`src/design/ltx_regs.svh`:
```
// Offsets, bit positions and reset values of the transmitter control block.
// Included by the package and by the control module; definitions only.
`ifndef LTX_REGS_SVH
`define LTX_REGS_SVH

`define LTX_CTRL_STATUS_ADDR  8'h6e
`define LTX_BIT_REQ_STATE     7
`define LTX_BIT_SOFT_OFF      6
`define LTX_BIT_TX_FAULT      2
`define LTX_BIT_RX_LOST       1
`define LTX_SOFT_OFF_RESET    1'b0
`define LTX_SYNC_STAGES       2

`endif

```
`src/design/ltx_pkg.sv`:
```
// Types shared by the transmitter control block.
// Assumes ltx_regs.svh is on the include path.
`include "ltx_regs.svh"

package ltx_pkg;

  typedef enum logic [1:0] {
    LTX_RUN,
    LTX_FAULT_HELD,
    LTX_FAULT_ARMED
  } ltx_state_t;

endpackage

```
`src/design/ltx_laser_ctrl.sv`:
```
// Transmitter disable and fault control of an optical transceiver.
// Assumes pin inputs are asynchronous; the management port is on clk.
//
// Behaviour
// - A high laser_off_request turns the laser off, a low one allows it.
// - Soft disable bit 6 of byte 110 is ORed with the hardware request.
// - Bit 7 of byte 110 reads back the request input level.
// - After a fault a toggle of the request resets the transmitter.
// - A laser fault or low supply raises the fault flag and stops the laser.
// - The fault flag is low in normal operation and high on a fault.
// - A laser fault latches the flag until a request toggle or power cycle.
// - A low supply fault alone does not latch and clears by itself.
// - Bit 2 of byte 110 mirrors the transmitter fault condition.
// - An eye-safety power trip counts as a laser fault.
// - rx_signal_lost follows the loss of signal and shows in bit 1.
`include "ltx_regs.svh"

module ltx_laser_ctrl
  import ltx_pkg::*;
(
  input  wire logic       clk,
  input  wire logic       rstn,
  input  wire logic       clkEn,
  input  wire logic       laserOffRequest,
  input  wire logic       laserFaultDetect,
  input  wire logic       eyeSafetyTrip,
  input  wire logic       supplyLow,
  input  wire logic       rxLossDetect,
  input  wire logic       mgmtWrEn,
  input  wire logic [7:0] mgmtAddr,
  input  wire logic [7:0] mgmtWrData,
  input  wire logic       faultPinIn,
  output logic      [7:0] mgmtRdData,
  output logic            laserEnable,
  output logic            laserFaultFlag,
  output logic            faultPinOut,
  output logic            faultPinOeN,
  output logic            rxSignalLost
);

  ////////////////////////////////////////////////////////////////////////////
  // Input synchronisers

  logic [4:0] rawIn;
  logic [4:0] syncIn;
  logic       reqSync;
  logic       faultSync;
  logic       eyeSync;
  logic       lowSync;
  logic       losSync;

  assign rawIn = {laserOffRequest, laserFaultDetect, eyeSafetyTrip,
                  supplyLow, rxLossDetect};

  genvar gi;
  generate
    for (gi = 0; gi < 5; gi++) begin : gSync
      ltx_sync uSync (
        .clk     (clk),
        .rstn    (rstn),
        .clkEn   (clkEn),
        .asyncIn (rawIn[gi]),
        .syncOut (syncIn[gi])
      );
    end
  endgenerate

  assign {reqSync, faultSync, eyeSync, lowSync, losSync} = syncIn;

  ////////////////////////////////////////////////////////////////////////////
  // Management byte: soft disable is the only writable bit

  logic softOff;
  logic next_softOff;
  logic ctrlSel;
  logic offCmd;
  logic laserFaultNow;

  assign ctrlSel       = (mgmtAddr == `LTX_CTRL_STATUS_ADDR);
  assign offCmd        = reqSync | softOff;
  assign laserFaultNow = faultSync | eyeSync;

  always_comb begin
    next_softOff = softOff;
    if (clkEn && mgmtWrEn && ctrlSel) begin
      next_softOff = mgmtWrData[`LTX_BIT_SOFT_OFF];
    end
  end

  always_ff @(posedge clk or negedge rstn) begin
    if (!rstn) begin
      softOff <= `LTX_SOFT_OFF_RESET;
    end else begin
      softOff <= next_softOff;
    end
  end

  ////////////////////////////////////////////////////////////////////////////
  // Fault latch: held until the request is asserted and then released

  ltx_state_t state;
  ltx_state_t next_state;

  always_comb begin
    next_state = state;
    if (clkEn) begin
      case (state)
        LTX_RUN: begin
          if (laserFaultNow) begin
            next_state = LTX_FAULT_HELD;
          end
        end
        LTX_FAULT_HELD: begin
          if (reqSync) begin
            next_state = LTX_FAULT_ARMED;
          end
        end
        LTX_FAULT_ARMED: begin
          // A fault still present at release keeps the latch set
          if (!reqSync && !laserFaultNow) begin
            next_state = LTX_RUN;
          end else if (!reqSync) begin
            next_state = LTX_FAULT_HELD;
          end
        end
        default: begin
          next_state = LTX_FAULT_HELD;
        end
      endcase
    end
  end

  always_ff @(posedge clk or negedge rstn) begin
    if (!rstn) begin
      state <= LTX_RUN;
    end else begin
      state <= next_state;
    end
  end

  ////////////////////////////////////////////////////////////////////////////
  // Outputs, all registered

  logic       faultCond;
  logic       next_laserEnable;
  logic       next_laserFaultFlag;
  logic       next_rxSignalLost;
  logic [7:0] next_mgmtRdData;

  // Low supply adds to the flag without touching the latch
  assign faultCond = (next_state != LTX_RUN) | lowSync;

  always_comb begin
    next_laserEnable    = laserEnable;
    next_laserFaultFlag = laserFaultFlag;
    next_rxSignalLost   = rxSignalLost;
    next_mgmtRdData     = mgmtRdData;
    if (clkEn) begin
      next_laserEnable    = !offCmd && !faultCond;
      next_laserFaultFlag = faultCond;
      next_rxSignalLost   = losSync;
      next_mgmtRdData     = 8'h00;
      if (ctrlSel) begin
        next_mgmtRdData[`LTX_BIT_REQ_STATE] = reqSync;
        next_mgmtRdData[`LTX_BIT_SOFT_OFF]  = next_softOff;
        next_mgmtRdData[`LTX_BIT_TX_FAULT]  = faultCond;
        next_mgmtRdData[`LTX_BIT_RX_LOST]   = losSync;
      end
    end
  end

  always_ff @(posedge clk or negedge rstn) begin
    if (!rstn) begin
      laserEnable    <= 1'b0;
      laserFaultFlag <= 1'b0;
      faultPinOut    <= 1'b0;
      faultPinOeN    <= 1'b0;
      rxSignalLost   <= 1'b0;
      mgmtRdData     <= 8'h00;
    end else begin
      laserEnable    <= next_laserEnable;
      laserFaultFlag <= next_laserFaultFlag;
      faultPinOut    <= 1'b0;
      // Open collector: drive low when healthy, release for the pull-up
      faultPinOeN    <= next_laserFaultFlag;
      rxSignalLost   <= next_rxSignalLost;
      mgmtRdData     <= next_mgmtRdData;
    end
  end

  ////////////////////////////////////////////////////////////////////////////
  // Assertions

  a_off_request_stops: assert property (@(posedge clk) disable iff (!rstn)
    clkEn && reqSync |=> !laserEnable)
    else $error("laser enabled while request high");

  a_soft_off_stops: assert property (@(posedge clk) disable iff (!rstn)
    clkEn && softOff |=> !laserEnable)
    else $error("laser enabled while soft disable set");

  a_req_readback: assert property (@(posedge clk) disable iff (!rstn)
    clkEn && ctrlSel |=> mgmtRdData[7] == $past(reqSync))
    else $error("request readback wrong");

  a_fault_sets_flag: assert property (@(posedge clk) disable iff (!rstn)
    clkEn && (laserFaultNow || lowSync) |=> laserFaultFlag && !laserEnable)
    else $error("fault did not raise flag");

  a_flag_pin_level: assert property (@(posedge clk) disable iff (!rstn)
    faultPinOeN == laserFaultFlag && !faultPinOut)
    else $error("fault pin disagrees with flag");

  // A request already high at the trip may arm and release the latch
  a_fault_latches: assert property (@(posedge clk) disable iff (!rstn)
    clkEn && laserFaultNow && !reqSync ##1 (clkEn && !reqSync)[*3]
      |=> laserFaultFlag)
    else $error("laser fault flag did not hold");

  a_toggle_clears: assert property (@(posedge clk) disable iff (!rstn)
    state == LTX_FAULT_ARMED && clkEn && !reqSync && !laserFaultNow
      && !lowSync |=> !laserFaultFlag)
    else $error("toggle did not clear fault");

  a_low_supply_free: assert property (@(posedge clk) disable iff (!rstn)
    state == LTX_RUN && clkEn && lowSync && !laserFaultNow
      ##1 clkEn && !lowSync && !laserFaultNow |=> !laserFaultFlag)
    else $error("low supply fault latched");

  a_status_fault: assert property (@(posedge clk) disable iff (!rstn)
    $past(clkEn && ctrlSel) |-> mgmtRdData[2] == laserFaultFlag)
    else $error("status fault bit wrong");

  a_eye_trip_fault: assert property (@(posedge clk) disable iff (!rstn)
    clkEn && eyeSync |=> state != LTX_RUN)
    else $error("eye trip ignored");

  a_rx_lost: assert property (@(posedge clk) disable iff (!rstn)
    clkEn |=> rxSignalLost == $past(losSync))
    else $error("rx lost output wrong");

  a_no_restart_held: assert property (@(posedge clk) disable iff (!rstn)
    state != LTX_RUN |-> !laserEnable)
    else $error("laser restarted before toggle");

endmodule

```
`src/design/ltx_sync.sv`:
```
// Two flip-flop synchroniser for one asynchronous level.
// Assumes clk is free running; the clock enable freezes both stages.
module ltx_sync (
  input  wire logic clk,
  input  wire logic rstn,
  input  wire logic clkEn,
  input  wire logic asyncIn,
  output logic      syncOut
);

  logic stage1;
  logic next_stage1;
  logic next_syncOut;

  // First stage is read by the second stage only
  always_comb begin
    next_stage1  = clkEn ? asyncIn : stage1;
    next_syncOut = clkEn ? stage1 : syncOut;
  end

  always_ff @(posedge clk or negedge rstn) begin
    if (!rstn) begin
      stage1  <= 1'b0;
      syncOut <= 1'b0;
    end else begin
      stage1  <= next_stage1;
      syncOut <= next_syncOut;
    end
  end

endmodule

```
`config.mk`:
```
export PLATFORM = sky130hd
export DESIGN_NAME = ltx_laser_ctrl
export DESIGN_NICKNAME = d
export VERILOG_FILES = /design/src/design/ltx_pkg.sv /design/src/design/ltx_laser_ctrl.sv /design/src/design/ltx_sync.sv
export VERILOG_INCLUDE_DIRS = /design/src /design/src/design
export SDC_FILE = /design/constraint.sdc
export NUM_CORES = 1
export LEC_CHECK = 0
export BUFFER_PORTS_ARGS = -buffer_cell sky130_fd_sc_hd__clkbuf_2
export CAP_MARGIN = 30
export CORE_UTILIZATION = 46
export CTS_CLUSTER_SIZE = 10
export DETAILED_ROUTE_END_ITERATION = 12
export GPL_TIMING_DRIVEN = 0
export PLACE_DENSITY = 0.74
export SETUP_SLACK_MARGIN = 0.15
export SLEW_MARGIN = 20
export SYNTH_ARGS = -nofsm -noshare
export SYNTH_HDL_FRONTEND = slang
export SYNTH_HIERARCHICAL = 1
export SYNTH_SLANG_ARGS = --single-unit
```
`constraint.sdc`:
```
create_clock -name clk -period 1.4 [get_ports clk]
set_input_delay 0.14 -clock clk [delete_from_list [all_inputs] [get_ports clk]]
set_output_delay 0.14 -clock clk [all_outputs]
set_load 0.01 [all_outputs]
```
==> run metrics, run 1 <==
worst r2r path cells 3; starting density of the core 51.3%; Mean Syn Cell Area 12.3 um2; setup tns final 0 ns; outcome completed; full die area between 2000 and 2500 um2; Worst Path Max Fanout 3; Syn. warnings 6; P_leak 0.558 nW; top cells by area, synth dfrtp_1 (54%), mux2_2 (13%), buf_4 (4.9%), a2111oi_4 (3.0%), inv_1 (2.8%); clock transition at the registers of the reported paths 0.11 ns; Die X-Extent 46.8 um; clock latency at the later pin of the worst-skew pair 0.30 ns; sequential power share ~55%; largest net degree at the start of global routing 21; # setup viols final 0; WP data arrival 1.41 ns; Worst VDD drop approximately 660 uV; net switching fraction of the power 27.4%; routed len/inst approximately 11 um; ANT nets after route 0; Clk pwr share 24.9%; CTS buffer count 3; Synth area leader dfrtp_1; Reg area 502 um2; IO Pins 39; filler instances roughly 160; DR pass1 iterations 2; ys flop type dfrtp_1; RSZ-0062 raised after global routing true; top post-synthesis cells by count dfrtp_1 (20), mux2_2 (11), inv_1 (7); GR Util All Layers 16.5%; Power Density 1160 nW/um2; CTS tree built; Area Overhead vs Synth 24.5%; Die Height ~47 um; P_int approximately 0.00097 W; Async S/R FF share, synth 100%; Hold/Removal Path Class input pin to flip-flop; area of the multi-input gates around 350 um2; total power between 0.001 and 0.0015 W; vias per std cell around 4.8; Crit Path Category flip-flop to flip-flop; initial antenna violation count 0; Crit. End Element flip-flop; clk_skew approximately 0.0009 ns; most frequent cell after synthesis dfrtp_1; Yosys top cell area share 54.2%; clk buf depth 2; Post-synth EDFFs 0; final worst-path cycle share 83.0%; Final Hold Vio Count 0; Worst Hold Depth 2; Seq cells post-synth 20; gr ovfl total 0; total number of vias 642; Seq/Total Area, Yosys 54.2%; initial DRC count 4; Yosys cell types 24; clk sinks 20; fin crit period 1.16 ns; fmax 0.861 GHz; diodes inserted 0; combinational share of power between 20 and 25%; vias in the first global route 633; sw power 0.000364 W; layout cells sized above 1 a little under half; DRT Wirelength 1.51 mm; # rows 15; first-pass GRT wire length 2.42 mm; Root Buffer clkbuf_4; core area 1800 um2; DP Wirelength roughly 1.1 mm; post-synthesis cell area 923 um2; Nets ~140; DRC 0; critical path launch point type flip-flop; Port Buffer Count 25; GP Congestion 0.706; Req. time, crit path 1.65 ns; Max H-tree Level 1; Post-Synthesis Cells 75; Slew Viols, Final 0; max cap viols 0
==> registers in the layout, indices dropped and copies added (netlist names) <==
register	cells
gSync.uSync/syncOut	5
state	2
gSync.uSync/stage1	5
softOff	1
faultPinOeN	1
mgmtRdData	4
laserEnable	1
rxSignalLost	1
==> critical path: stages (launching register included) <==
cell and delay, ns:
dfrtp_2 0.42, nand2b_4 0.15, a2111oi_4 0.35, a31o_1 0.19
==> cells by family after synthesis <==
family,after synthesis,share of synthesized area [%]
AO/OA/AOI/OAI,13,11.9
buffers and inverters,15,9.35
flip-flops,20,54.2
multiplexers,12,14.6
other,1,0.406
AND/OR/NAND/NOR,14,9.48
==> what timing repair did <==
item | 4_1_cts | 5_1_grt
hold endpoints to repair | 20 | 0
gates resized for setup | 1 | 0
setup buffers | 1 | 0
setup endpoints to repair | 3 | 3
pin swaps | 1 | 2
hold buffers | 1 | 0
==> layout make-up <==
class	count	share of cell area, %
clock buffer	4	3.16
timing repair buffer	27	12.4
tap	25	2.72
inverter	7	2.29
sequential	20	43.6
multi-input combinational	44	30.6
buffer	8	5.22
==> through the flow <==
stage,utilization (%),setup slack (ns),hold slack [ns],instances,area (um2)
3_3_place_gp,60.8,0.0736,0.121,129,1090
2_1_floorplan,-,0.217,-0.156,79,938
6_report,63.8,0.238,0.0652,135,1150
5_1_grt,63.8,0.143,0.0484,135,1150
3_5_place_dp,60.8,0.0620,0.124,129,1090
4_1_cts,63.8,0.161,0.0600,135,1150
==> layout by cell type, fill, tap and decap left out, types with 2 or more instances in the layout <==
cell,n
mux2_2,11
clkbuf_4,3
dfrtp_1,19
buf_4,7
nand2_1,4
inv_1,7
o22ai_1,4
o21ai_0,3
clkbuf_2,25
conb_1,5
nor2_1,3
a21oi_1,2
==> metal layers <==
metal  wire length [um]  GRT usage [%]  share of wire (%)  vias up
met4                 31           8.57                2.1        0
met1                665           16.3                 44      289
met3                100           4.62                6.6        4
met2                710           31.1                 47       29
li1                   -              -                  -      320
met5                  0              0                  0        -
==> power groups by stage <==
stage | registers (W) | logic (W) | clock network (W)
6_report | 0.000731 | 0.000267 | 0.000331
5_1_grt | 0.000742 | 0.000301 | 0.000364
4_1_cts | 0.000731 | 0.000271 | 0.000343
3_5_place_dp | 0.000747 | 0.000253 | 0
3_3_place_gp | 0.000739 | 0.000245 | 0
2_1_floorplan | 0.000735 | 0.000170 | 0
==> final timing paths <==
kind                                                          from                                 end  slack (ns)
worst max-delay path            gSync[4].uSync/syncOut$_DFFE_PN0P_             laserEnable$_DFFE_PN0P_        0.24
worst min-delay path                                 mgmtWrData[6]                   softOff$_DFF_PN0_        0.07
worst max register to register  gSync[4].uSync/syncOut$_DFFE_PN0P_             laserEnable$_DFFE_PN0P_        0.24
worst min register to register   gSync[1].uSync/stage1$_DFFE_PN0P_   gSync[1].uSync/stage1$_DFFE_PN0P_        0.51
max in group asynchronous                                     rstn  gSync[4].uSync/syncOut$_DFFE_PN0P_        0.73
min in group asynchronous                                     rstn           mgmtRdData[7]$_DFFE_PN0P_        0.32
Power figures use the tool's default switching activity.
==> run 2: changes to the inputs <==
==> constraint.sdc (replaced) <==
create_clock -name clk -period 1.15 [get_ports clk]
set_input_delay 0.115 -clock clk [delete_from_list [all_inputs] [get_ports clk]]
set_output_delay 0.115 -clock clk [all_outputs]
set_load 0.01 [all_outputs]
==> run 2 against run 1 <==
Register-to-register slack got worse by 0.24 ns; critical path depth unchanged; cell area increased by 3.6%; combinational power increased by 41%; hold slack got worse by 0.031 ns; worst setup slack got worse by 0.24 ns; global-route usage increased by 1.9 points.
==> run metrics, run 2 (synthesis results as in run 1) <==
Root Buffer clkbuf_4 (unchanged); design area 1190 um2 (was 1150 um2); largest net degree at the start of global routing 21 (unchanged); most frequent cells in the layout clkbuf_2 (22), dfrtp_1 (19), mux2_2 (11) (was clkbuf_2 (25), dfrtp_1 (19), mux2_2 (11)); full die area 2190 um2 (unchanged); max cap viols 0 (unchanged); DP Cell Count 129 (unchanged); Hold/Removal Path Class input pin to flip-flop (unchanged); CP max stage delay 0.42 ns (about the same); clk sinks 20 (unchanged); Area Overhead vs Synth 29.0% (was 24.5%); setup tns final 0 ns (unchanged); total number of vias 647 (was 642); vias in the first global route 620 (was 633); Crit-path slowest cell dfrtp_2 (unchanged); most common cell after layout, fill and taps aside clkbuf_2 (unchanged); clk_skew 0.00276 ns (was 0.000889 ns); Max H-tree Level 1 (unchanged); vias per std cell 4.72 (was 4.76); CP Depth 3 (unchanged); WP data arrival 1.40 ns (was 1.41 ns); DRT Wirelength 1.60 mm (was 1.51 mm); # setup viols final 0 (unchanged); Slew Viols, Final 0 (unchanged); RSZ-0062 raised after global routing true (unchanged); layout cells sized above 1 48.2% (was 47.3%); CTS tree built (unchanged); fin crit period 1.15 ns (was 1.16 ns); Die Height 46.8 um (unchanged); final worst-path cycle share 99.9% (was 83.0%); Die X-Extent 46.8 um (unchanged); initial DRC count 5 (was 4); clock latency at the later pin of the worst-skew pair 0.31 ns (was 0.30 ns); Top delay family on crit path compound AO/OA/AOI/OAI gates (unchanged); GP Congestion 0.700 (was 0.706); worst path bufs/invs 0 (unchanged); GR Util All Layers 18.5% (was 16.5%); filler instances 148 (was 162); Crit. End Element flip-flop (unchanged); DR pass1 iterations 4 (was 2); P_leak 0.577 nW (was 0.558 nW); routed len/inst 11.7 um (was 11.2 um); Final Hold Vio Count 0 (unchanged); first-pass GRT wire length 2.72 mm (was 2.42 mm); IO Pins 39 (unchanged); Post-DP Area 1090 um2 (unchanged); core area 1800 um2 (unchanged); biggest regs gSync.uSync/stage1 x5, gSync.uSync/syncOut x5, mgmtRdData x4 (unchanged); Power Density 1410 nW/um2 (was 1160 nW/um2); # rows 15 (unchanged); DP Wirelength 1.16 mm (was 1.14 mm); gr ovfl total 0 (unchanged); DRC 0 (unchanged); worst r2r path cells 3 (unchanged); clock transition at the registers of the reported paths 0.11 ns (about the same); Worst R2R Setup Slack 0.0009 ns (was 0.24 ns); CTS buffer count 3 (unchanged); critical path launch point type flip-flop (unchanged); final std cells w/o fill 137 (was 135); initial antenna violation count 0 (unchanged); Nets 139 (was 137); fmax 0.870 GHz (was 0.861 GHz); Port Buffer Count 25 (unchanged); Req. time, crit path 1.41 ns (was 1.65 ns); Worst VDD drop 878 uV (was 658 uV); CP Cell Sequence nand2b_4 -> a2111oi_4 -> a31o_1 (unchanged); Crit Path Category flip-flop to flip-flop (unchanged); diodes inserted 0 (unchanged); Worst Hold Depth 2 (unchanged); ANT nets after route 0 (unchanged); starting density of the core 51.3% (unchanged); outcome completed (unchanged); Hold WS 0.0344 ns (was 0.0652 ns); Worst Path Max Fanout 3 (unchanged); clk buf depth 2 (unchanged)
==> run 2: cell count changes in the layout (fill, tap and decap cells not counted) <==
cell | previous run | this run
buf_6 | 1 | 6
clkbuf_2 | 25 | 22
==> run 2: repair_timing <==
action / CTS / global route
setup endpoints to repair: 4 / 7
resized for setup: 1 / 8
hold endpoints to repair: 20 / 0
pin swaps: 2 / 0
setup buffers: 1 / 2
hold buffers: 1 / 0
==> run 2: routing by layer <==
layer / GRT usage, % / up-vias / wire length [um]
li1: - / 322 / -
met1: 24.1 / 304 / 754
met2: 28.3 / 18 / 759
met3: 6.92 / 3 / 67
met4: 6.86 / 0 / 23
met5: 0 / - / 0
==> run 2: stage by stage <==
| step | setup slack [ns] | power (W) | utilization (%) |
|---|---|---|---|
| after floorplan | -0.000869 | 0.00111 | - |
| after global placement | -0.125 | 0.00120 | 60.8 |
| after detailed placement | -0.142 | 0.00122 | 60.8 |
| after CTS | 0.000595 | 0.00164 | 63.8 |
| after global routing | -0.0868 | 0.00178 | 66.1 |
| final | 0.000918 | 0.00168 | 66.1 |
==> run 2: final cells by class <==
class	count	area (um2)	area share (%)
clock buffers	4	36.3	3.05
plain buffers	8	63.8	5.36
inverters	7	26.3	2.21
multi-input cells	44	352	29.5
repair buffers	29	180	15.1
flip-flops and latches	20	502	42.1
well taps	25	31.3	2.63
==> run 2: final timing paths <==
path                                                     from                                  to
max                        gSync[4].uSync/syncOut$_DFFE_PN0P_             laserEnable$_DFFE_PN0P_
min                                              rxLossDetect   gSync[0].uSync/stage1$_DFFE_PN0P_
max reg2reg                gSync[4].uSync/syncOut$_DFFE_PN0P_             laserEnable$_DFFE_PN0P_
min reg2reg                 gSync[0].uSync/stage1$_DFFE_PN0P_  gSync[0].uSync/syncOut$_DFFE_PN0P_
max in group asynchronous                                rstn  gSync[4].uSync/syncOut$_DFFE_PN0P_
min in group asynchronous                                rstn           mgmtRdData[2]$_DFFE_PN0P_
==> run 2: worst reg2reg max path, delay by kind of cell (launching register included) <==
kind             cells  cell delay [ns]
AO/OA/AOI/OAI        2             0.53
flip-flops           1             0.42
AND/OR/NAND/NOR      1             0.14
==> run 2: report_power, final <==
group,internal (W),switching (W)
clock,0.000193,0.000220
combinational,0.000225,0.000151
sequential,0.000798,0.0000906
